<file path="config.mk">
export PLATFORM = sky130hd
export DESIGN_NAME = gsfp_top
export DESIGN_NICKNAME = d
export VERILOG_FILES = /design/src/rtl/gsfp_pkg.sv /design/src/rtl/gsfp_sync.sv /design/src/rtl/gsfp_top.sv
export VERILOG_INCLUDE_DIRS = /design/src /design/src/rtl
export SDC_FILE = /design/constraint.sdc
export NUM_CORES = 1
export LEC_CHECK = 0
export BUFFER_PORTS_ARGS = -buffer_cell sky130_fd_sc_hd__buf_2
export CAP_MARGIN = 20
export CORE_MARGIN = 8
export CORE_UTILIZATION = 35
export CTS_CLUSTER_DIAMETER = 60
export CTS_CLUSTER_SIZE = 12
export DETAILED_ROUTE_END_ITERATION = 12
export SYNTH_ARGS = -nofsm -noshare
export SYNTH_HDL_FRONTEND = slang
export SYNTH_SLANG_ARGS = --single-unit
export TNS_END_PERCENT = 10
</file>
<file path="constraint.sdc">
create_clock -name I_SYS_CLK -period 3.7 [get_ports I_SYS_CLK]
set_input_delay 0.37 -clock I_SYS_CLK [delete_from_list [all_inputs] [get_ports I_SYS_CLK]]
set_output_delay 0.37 -clock I_SYS_CLK [all_outputs]
set_load 0.02 [all_outputs]
</file>
<file path="src/rtl/gsfp_regs.svh">
// Offsets, field positions, reset values and counts for gain/fault control.
// Assumes a 50 MHz system clock and the plain register port of the top.
`ifndef GSFP_REGS_SVH
`define GSFP_REGS_SVH

// ==========================================================================
// Register offsets
`define GSFP_OFF_STATUS 4'h0
`define GSFP_OFF_MASK 4'h1
`define GSFP_OFF_FLAGS 4'h2
`define GSFP_OFF_GAIN 4'h3

// ==========================================================================
// Status and mask field positions
`define GSFP_BIT_OC 0
`define GSFP_BIT_OT 1
`define GSFP_BIT_UV 2
`define GSFP_BIT_CLR 3
`define GSFP_EV_W 4

// ==========================================================================
// Reset values and timing
`define GSFP_MASK_RST 4'h0
`define GSFP_GAIN_RST 2'h0
`define GSFP_POR_NS 1000
`define GSFP_CLK_NS 20
`define GSFP_POR_CYC ((`GSFP_POR_NS + `GSFP_CLK_NS - 1) / `GSFP_CLK_NS)

`endif

</file>
<file path="src/rtl/gsfp_pkg.sv">
// Types shared by the gain and fault control block.
// Assumes the constants header is included by users that need offsets.
`default_nettype none

package gsfp_pkg;
  // ========================================================================
  // Supervisor states, one-hot
  typedef enum logic [2:0] {
    GSFP_ST_POR = 3'b001,
    GSFP_ST_RUN = 3'b010,
    GSFP_ST_TRIP = 3'b100
  } gsfp_state_t;

  // Channel gain in dB steps
  typedef enum logic [1:0] {
    GSFP_G0DB = 2'h0,
    GSFP_G6DB = 2'h1,
    GSFP_G12DB = 2'h2,
    GSFP_G18DB = 2'h3
  } gsfp_gain_t;
endpackage

`default_nettype wire

</file>
<file path="src/rtl/gsfp_sync.sv">
// Two-stage synchroniser for a bus of asynchronous detector levels.
// Assumes one system clock and asynchronous active-high reset.
`timescale 1ns/1ps
`default_nettype none

module gsfp_sync #(
  parameter int WIDTH = 4
) (
  input wire logic i_clk,
  input wire logic i_rst,
  input wire logic [WIDTH-1:0] i_async,
  output logic [WIDTH-1:0] o_sync
);
  logic [WIDTH-1:0] stage1;

  // ========================================================================
  // First stage only feeds the second stage
  always_ff @(posedge i_clk or posedge i_rst) begin
    if (i_rst) begin
      stage1 <= '0;
      o_sync <= '0;
    end else begin
      stage1 <= i_async;
      o_sync <= stage1;
    end
  end
endmodule // gsfp_sync

`default_nettype wire

</file>
<file path="src/rtl/gsfp_top.sv">
// Gain capture and fault protection supervisor of a class-D amplifier.
// Assumes detector inputs are asynchronous levels, active high, and that
// the gain pins are static while the reset pin is high.
`timescale 1ns/1ps
`default_nettype none
`include "gsfp_regs.svh"

// Behaviour
// - Gain pins are captured at each rising edge of the reset pin.
// - Code 00/01/10/11 gives 0/6/12/18 dB, GAIN_1 as upper bit.
// - One gain value drives all channels; no per-channel gain.
// - Any fault puts the power stage in high impedance; fault pin low once power-on clear is done.
// - When faults other than overcurrent clear, operation resumes and the fault pin releases.
// - Each high-side and low-side transistor has its own detector input.
// - Overcurrent causes latched shutdown: high impedance and fault low.
// - Overcurrent on either bridge pair shuts down all four half-bridges.
// - Overtemperature flag trips outputs; recovery when flag falls.
// - Undervoltage on any supply trips outputs immediately.
// - Undervoltage recovery only once every supply is good again.
// - Power-on clear resets protection and holds until supplies are up.
module gsfp_top #(
  parameter int N_HB = 4,
  parameter int N_SUP = 3,
  parameter int POR_CYC = `GSFP_POR_CYC
) (
  input wire logic I_SYS_CLK,
  input wire logic I_RESET,
  input wire logic i_amp_reset,
  input wire logic i_gain_0,
  input wire logic i_gain_1,
  input wire logic [N_HB-1:0] i_oc_high,
  input wire logic [N_HB-1:0] i_oc_low,
  input wire logic i_overtemp,
  input wire logic [N_SUP-1:0] i_supply_ok,
  input wire logic [3:0] i_addr,
  input wire logic [7:0] i_wdata,
  input wire logic i_wr,
  input wire logic i_rd,
  output logic [7:0] o_rdata,
  output logic [1:0] o_gain_code,
  output logic [N_HB-1:0] o_hb_hiz,
  output logic o_fault_n,
  output logic o_irq
);
  localparam int NDET = 2 * N_HB + 1 + N_SUP;

  // ========================================================================
  // Detector synchronisation
  logic [NDET-1:0] det_sync;
  logic oc_any;
  logic ot_now;
  logic uv_now;
  logic sup_all_ok;

  gsfp_sync #(
    .WIDTH(NDET)
  ) u_sync (
    .i_clk(I_SYS_CLK),
    .i_rst(I_RESET),
    .i_async({i_supply_ok, i_overtemp, i_oc_low, i_oc_high}),
    .o_sync(det_sync)
  );

  // Any transistor detector of any half-bridge counts as overcurrent
  assign oc_any = |det_sync[2*N_HB-1:0];
  assign ot_now = det_sync[2*N_HB];
  // Supply bits reset low, so the block starts out as if undervoltage
  assign sup_all_ok = &det_sync[NDET-1:2*N_HB+1];
  assign uv_now = ~sup_all_ok;

  // ========================================================================
  // Gain capture on the amplifier reset pin's rising edge
  logic amp_rst_d;
  gsfp_pkg::gsfp_gain_t gain;

  // Pin level one cycle back; resets low, the pin's idle level, so no
  // false capture edge follows reset
  always_ff @(posedge I_SYS_CLK or posedge I_RESET) begin
    if (I_RESET) begin
      amp_rst_d <= 1'b0;
    end else begin
      amp_rst_d <= i_amp_reset;
    end
  end

  // Code held until the next rising edge; pins steady while high
  always_ff @(posedge I_SYS_CLK or posedge I_RESET) begin
    if (I_RESET) begin
      gain <= gsfp_pkg::GSFP_G0DB;
    end else if (i_amp_reset && !amp_rst_d) begin
      gain <= gsfp_pkg::gsfp_gain_t'({i_gain_1, i_gain_0});
    end
  end

  // Single gain shared by every channel
  assign o_gain_code = gain;

  // ========================================================================
  // Power-on clear counter
  logic [15:0] por_cnt;
  logic por_done;

  // Counts only while supplies are good; restarts on any dip before done
  // Once done it stops; a later dip is the undervoltage trip's business
  always_ff @(posedge I_SYS_CLK or posedge I_RESET) begin
    if (I_RESET) begin
      por_cnt <= 16'h0000;
    end else if (!sup_all_ok && !por_done) begin
      por_cnt <= 16'h0000;
    end else if (!por_done) begin
      por_cnt <= por_cnt + 16'h0001;
    end
  end
  assign por_done = (por_cnt >= 16'(POR_CYC));

  // ========================================================================
  // Protection supervisor
  gsfp_pkg::gsfp_state_t state;
  gsfp_pkg::gsfp_state_t next_state;
  logic oc_latch;
  logic clr_req;

  // One place decides what counts as a live fault for every state
  function automatic logic fault_live(input logic oc, input logic ot,
                                      input logic uv);
    return oc || ot || uv;
  endfunction

  // Overcurrent latch: set wins over the software clear
  // so a short that persists cannot be cleared by a polling loop
  always_ff @(posedge I_SYS_CLK or posedge I_RESET) begin
    if (I_RESET) begin
      oc_latch <= 1'b0;
    end else if (!por_done) begin
      oc_latch <= 1'b0;
    end else if (oc_any) begin
      oc_latch <= 1'b1;
    end else if (clr_req) begin
      oc_latch <= 1'b0;
    end
  end

  // Trip on any live fault; stay tripped while an overcurrent is latched
  always_comb begin
    next_state = state;
    case (state)
      gsfp_pkg::GSFP_ST_POR: begin
        // A fault present as the clear ends must not open the outputs
        if (por_done && fault_live(oc_any, ot_now, uv_now)) begin
          next_state = gsfp_pkg::GSFP_ST_TRIP;
        end else if (por_done) begin
          next_state = gsfp_pkg::GSFP_ST_RUN;
        end
      end
      gsfp_pkg::GSFP_ST_RUN: begin
        if (fault_live(oc_any, ot_now, uv_now)) begin
          next_state = gsfp_pkg::GSFP_ST_TRIP;
        end
      end
      gsfp_pkg::GSFP_ST_TRIP: begin
        if (!oc_latch && !fault_live(oc_any, ot_now, uv_now)) begin
          next_state = gsfp_pkg::GSFP_ST_RUN;
        end
      end
      default: next_state = gsfp_pkg::GSFP_ST_POR;
    endcase
  end

  // State register
  always_ff @(posedge I_SYS_CLK or posedge I_RESET) begin
    if (I_RESET) begin
      state <= gsfp_pkg::GSFP_ST_POR;
    end else begin
      state <= next_state;
    end
  end

  // Outputs from flops fed by next_state; a fault seen this cycle forces them at the next edge
  logic stop;
  assign stop = (next_state != gsfp_pkg::GSFP_ST_RUN);

  // All half-bridges share one stop; no per-pair isolation
  always_ff @(posedge I_SYS_CLK or posedge I_RESET) begin
    if (I_RESET) begin
      o_hb_hiz <= '1;
      o_fault_n <= 1'b1;
    end else begin
      o_hb_hiz <= {N_HB{stop}};
      // Fault pin follows the trip state only; power-on clear keeps it high
      o_fault_n <= (next_state != gsfp_pkg::GSFP_ST_TRIP);
    end
  end

  // ========================================================================
  // Event flags, mask and interrupt
  logic [`GSFP_EV_W-1:0] status;
  logic [`GSFP_EV_W-1:0] mask;
  logic [`GSFP_EV_W-1:0] ev;
  logic wr_status;
  logic in_run;

  assign in_run = (state == gsfp_pkg::GSFP_ST_RUN);
  assign ev[`GSFP_BIT_OC] = oc_any && por_done;
  assign ev[`GSFP_BIT_OT] = ot_now && por_done;
  assign ev[`GSFP_BIT_UV] = uv_now && por_done;
  assign ev[`GSFP_BIT_CLR] = (state == gsfp_pkg::GSFP_ST_TRIP)
                             && (next_state == gsfp_pkg::GSFP_ST_RUN);
  assign wr_status = i_wr && (i_addr == `GSFP_OFF_STATUS);

  // Write one clears; a new event in the same cycle wins
  always_ff @(posedge I_SYS_CLK or posedge I_RESET) begin
    if (I_RESET) begin
      status <= '0;
    end else begin
      status <= (status & ~(wr_status ? i_wdata[`GSFP_EV_W-1:0] : '0)) | ev;
    end
  end

  // Mask register, plain read and write
  always_ff @(posedge I_SYS_CLK or posedge I_RESET) begin
    if (I_RESET) begin
      mask <= `GSFP_MASK_RST;
    end else if (i_wr && i_addr == `GSFP_OFF_MASK) begin
      mask <= i_wdata[`GSFP_EV_W-1:0];
    end
  end

  // Clearing the overcurrent flag re-arms the latched shutdown
  assign clr_req = wr_status && i_wdata[`GSFP_BIT_OC];

  // Level interrupt decoded from the status and mask flops, not registered
  assign o_irq = |(status & mask);

  // ========================================================================
  // Register read port, data one cycle after the strobe
  // Reads have no side effect, so polling cannot lose an event
  always_ff @(posedge I_SYS_CLK or posedge I_RESET) begin
    if (I_RESET) begin
      o_rdata <= 8'h00;
    end else if (i_rd) begin
      case (i_addr)
        `GSFP_OFF_STATUS: o_rdata <= {4'h0, status};
        `GSFP_OFF_MASK: o_rdata <= {4'h0, mask};
        `GSFP_OFF_FLAGS: o_rdata <= {2'h0, in_run, por_done, oc_latch,
                                     uv_now, ot_now, oc_any};
        `GSFP_OFF_GAIN: o_rdata <= {6'h00, gain};
        default: o_rdata <= 8'h00;
      endcase
    end else begin
      o_rdata <= 8'h00;
    end
  end

  // ========================================================================
  // Checks
  // Gain capture and hold
  gain_capture_a: assert property (
    @(posedge I_SYS_CLK) disable iff (I_RESET)
    (i_amp_reset && !amp_rst_d) |=>
      (gain == {$past(i_gain_1), $past(i_gain_0)}))
    else $error("gain not captured on reset rising edge");

  gain_hold_a: assert property (
    @(posedge I_SYS_CLK) disable iff (I_RESET)
    !(i_amp_reset && !amp_rst_d) |=> $stable(gain))
    else $error("gain changed without reset edge");

  gain_shared_a: assert property (
    @(posedge I_SYS_CLK) disable iff (I_RESET)
    (i_amp_reset && !amp_rst_d) |=>
      (o_gain_code == {$past(i_gain_1), $past(i_gain_0)}))
    else $error("channel gain differs from captured code");

  // Trip and recovery of the power stage
  fault_hiz_a: assert property (
    @(posedge I_SYS_CLK) disable iff (I_RESET)
    (por_done && (ot_now || uv_now)) |=> (&o_hb_hiz && !o_fault_n))
    else $error("fault did not stop outputs and pull fault low");

  oc_latched_a: assert property (
    @(posedge I_SYS_CLK) disable iff (I_RESET)
    (in_run && oc_any) ##1 !clr_req [*6] |-> (&o_hb_hiz && !o_fault_n))
    else $error("overcurrent shutdown not latched");

  oc_all_bridges_a: assert property (
    @(posedge I_SYS_CLK) disable iff (I_RESET)
    (por_done && oc_any) |=> (o_hb_hiz == '1))
    else $error("overcurrent did not stop all half-bridges");

  auto_resume_a: assert property (
    @(posedge I_SYS_CLK) disable iff (I_RESET)
    (state == gsfp_pkg::GSFP_ST_TRIP && !oc_latch && !oc_any && !ot_now
     && !uv_now) |=> (o_fault_n && o_hb_hiz == '0))
    else $error("no recovery after faults cleared");

  uv_recover_a: assert property (
    @(posedge I_SYS_CLK) disable iff (I_RESET)
    (state == gsfp_pkg::GSFP_ST_TRIP && uv_now) |=> !in_run)
    else $error("resumed while a supply was low");

  por_hold_a: assert property (
    @(posedge I_SYS_CLK) disable iff (I_RESET)
    !por_done |=> (&o_hb_hiz && !oc_latch))
    else $error("outputs enabled before power-on clear ended");

  // Overcurrent latch, power-on clear, event flags and read port
  irq_level_a: assert property (
    @(posedge I_SYS_CLK) disable iff (I_RESET)
    ev[`GSFP_BIT_OT] && mask[`GSFP_BIT_OT] |=> o_irq)
    else $error("masked-in event gave no interrupt");

  oc_refuse_a: assert property (
    @(posedge I_SYS_CLK) disable iff (I_RESET)
    (por_done && oc_any && clr_req) |=> oc_latch)
    else $error("overcurrent clear taken while detector active");

  trip_hold_a: assert property (
    @(posedge I_SYS_CLK) disable iff (I_RESET)
    (oc_latch && !clr_req) |=> !in_run)
    else $error("left latched shutdown without a clear");

  por_count_a: assert property (
    @(posedge I_SYS_CLK) disable iff (I_RESET)
    (!por_done && !sup_all_ok) |=> (por_cnt == 16'h0000))
    else $error("power-on count kept running with a supply low");

  por_quiet_a: assert property (
    @(posedge I_SYS_CLK) disable iff (I_RESET)
    !por_done |=> o_fault_n)
    else $error("fault pin pulled low during power-on clear");

  status_set_a: assert property (
    @(posedge I_SYS_CLK) disable iff (I_RESET)
    (ev != '0) |=> ((status & $past(ev)) == $past(ev)))
    else $error("event lost although clear came in the same cycle");

  rdata_idle_a: assert property (
    @(posedge I_SYS_CLK) disable iff (I_RESET)
    !i_rd |=> (o_rdata == 8'h00))
    else $error("read data seen without a read strobe");
endmodule // gsfp_top

`default_nettype wire

</file>
==> impl_results.md <==
* Status: complete, no violations
* Fmax at 554.3 MHz
* I/O pin cnt at 47
* Yosys cell types at 43
* Cells after DPL at 287
* Area grow syn2layout at 19.35%
* Synthesized area at 2392 µm²
* Reg2reg start: por_cnt[0]
* Hpwl dp at 2975 µm
* Min-Delay Path Depth at 1
* Reg-to-Reg End: state[1]
* Gr usage total at 9.591%
* Cts bufs inserted at 9
* Final min period at around 1800 ps
* Initial DRT Pass Iterations at 4
* Syn avg cell area at 13.22 µm²
* Worst Setup Slack, final at around 1900 ps
* Die Span Y at 98.68 µm
* Filler cells at 622
* Reg2Reg Depth at 6
* First-pass GRT wire length at 7224 µm
* Power per cell area at approximately 520 nW/µm²
* Post-synthesis sequential area ratio at 66.06%
* DR vias at about 1400
* Largest net degree at the start of global routing at 45
* Crit path DAT at between 2000 and 2500 ps
* Reg-to-reg slack, setup at approximately 1900 ps
* Clk Latency, worst-skew pair at 340 ps
* Vias in the first global route at between 1500 and 2000
* Least-Margin Pin Slew at about 850 ps
* Hold Startpoint: i_oc_low[2]
* Initial antenna violation count at 0
* CP Capture Type: flip-flop
* Fin area at 2855 µm²
* Worst VDD drop at 0.3908 mV
* Final Max Tran Viols at 0
* Buffers on Ports at 40
* Root Buffer: clkbuf_8
* Final setup vio count at 0
* Slew headroom at 43.33%
* Placed cell areas at 2624 µm²
* Setup slack at placement at 1892 ps
* DRT iter0 DRCs at 91
* Floorplan row count at 30
* Asr flop ratio synth at 100.0%
* WS Path Type: flip-flop to flip-flop
* Antenna Cells at 0
* Worst Hold End: u_sync.stage1[6]
* CTS Buffer Depth at 2
* Crit share post-route at 48.76%
* Wire length per cell at 13.66 µm
* Core Box Area at about 6700 µm²
* Clk sinks at between 60 and 70
* FF+latch count, synth at 63
* GRT overflow at 0
* Clk_skew at 7.694 ps
* H-tree lvl count at 3
* Maxcap violations at 0
* Worst Hold Class: input pin to flip-flop
* Startpoint Class: flip-flop
* Nets at about 250
* RSZ-0062 raised after global routing: no
* Die Wd at between 90 and 100 µm
* Final ANT Viol Nets at 0
* Initial Utilization at 35.61%
* CP Data Required Time at 3920 ps
* Final Hold Fails at 0
* Worst-path clk slew at roughly 70 ps
* Post-Layout Cell Count at just over 300
* Crit path launch: por_cnt[0]
* Post-Syn Instances at between 150 and 200
* Setup TNS at 0 ps
* CTS tree: done
* DRT Wirelength at 4138 µm
* Hold Slack at 137.0 ps
* Layout cells sized above 1 at 35.43%
* Main flop type after synthesis: dfrtp_1
* Drt drc at 0
* EDFF count, synth at 0
* Critical Path Fanout Max at 10
* P_leak at 1.331 nW
* Resized Gates After CTS at 0
* Vias per cell at 4.779
* Cts hold-fix bufs at 0
* Routability-driven placement congestion ratio at 0.7776
* Die area at 9737 µm²
* Syn. warnings at 0
* Post-CTS Repair Setup Buffers at 0
==> cell usage after synthesis, types with 2 or more instances <==
cell	count	share of area (%)
a21oi_1	5	1.0
a22o_1	2	0.73
a22o_2	2	0.84
a22oi_1	2	0.63
and2_1	3	0.78
and3_1	2	0.52
buf_4	5	1.6
clkbuf_1	10	1.6
dfrtp_1	60	63
dfstp_2	3	3.3
ha_1	2	1.0
inv_1	3	0.47
mux2_2	9	4.2
nand2_1	11	1.7
nand3_1	11	2.3
nand4_1	2	0.52
nand4b_1	2	0.73
nor2_1	9	1.4
nor2b_1	2	0.52
nor3_1	3	0.63
nor3b_1	2	0.63
nor4_1	2	0.52
nor4_4	3	2.7
o21ai_0	3	0.63
o31ai_1	5	1.6
==> cells by family (layout without fill, tap and decap cells) <==
family,count (synthesis),in the layout,share of synthesized area (%)
adders and majority gates,2,2,1.046
other,1,2,0.1568
AOI/OAI and AO/OA,28,28,9.101
muxes,10,10,4.655
and+or+nand+nor,58,58,15.17
buffers and inverters,19,60,3.818
DFF,63,63,66.06
==> layer usage <==
metal	wire [µm]	vias to the layer above	part of all wire (%)	global-route usage, %
li1	-	709	-	-
met1	2046	686	49	11.80
met2	1690	46	41	12.66
met3	324	7	7.8	5.285
met4	76	0	1.8	5.903
met5	0	-	0	0
==> where the power goes <==
| part | internal (mW) | switching, mW |
|---|---|---|
| logic | 0.0335 | 0.0412 |
| clock network | 0.414 | 0.258 |
| registers | 0.717 | 0.0156 |
| total | 1.17 | 0.315 |
==> final cells by class <==
| type | instances | area [µm²] | share of cell area (%) |
|---|---|---|---|
| clock buffers | 11 | 151.4 | 5.302 |
| clock inverters | 5 | 80.08 | 2.805 |
| inverters | 3 | 11.26 | 0.3944 |
| multi-input cells | 100 | 724.4 | 25.37 |
| flip-flops and latches | 63 | 1580 | 55.35 |
| well taps | 80 | 100.1 | 3.506 |
| repair buffers | 41 | 207.7 | 7.274 |
==> stage by stage <==
step                util [%]  power (mW)
global placement       39.05      0.8206
global route           42.50       1.547
detailed placement     39.05      0.8223
floorplan                  -      0.7898
finish                 42.50       1.480
CTS                    42.50       1.504
==> worst max-delay path by stage <==
stage                end  cells after the start  slack [ps]
4_1_cts         state[1]                      6        1870
2_1_floorplan  amp_rst_d                      1        1770
3_5_place_dp    state[1]                      6        1890
5_1_grt         state[1]                      4        1770
3_3_place_gp    state[1]                      6        1890
6_report        state[1]                      6        1900
==> cell usage in the layout, fill, tap and decap left out, types with 5 or more instances in the layout <==
cell type  netlist  routed
nand3_1         11      11
clkbuf_8         0      11
o31ai_1          5       5
a21oi_1          5       5
mux2_2           9       9
nor2_1           9       9
nand2_1         11      11
buf_2            1      40
dfrtp_1         60      60
==> flip-flops by register name, indices dropped and copies added (netlist names), 2 cells and up <==
name and cells:
por_cnt 16, u_sync.o_sync 12, u_sync.stage1 12, o_rdata 6, mask 4, status 4
state 3, o_gain_code 2
==> worst max-delay path: stages, from the launching register on <==
cell and delay (ps):
dfrtp_1 410, inv_1 90, ha_1 230, nor4_4 230, o2111ai_4 240, and3_4 260
o31a_1 230
Note: power is estimated with default switching activity, not from simulation.
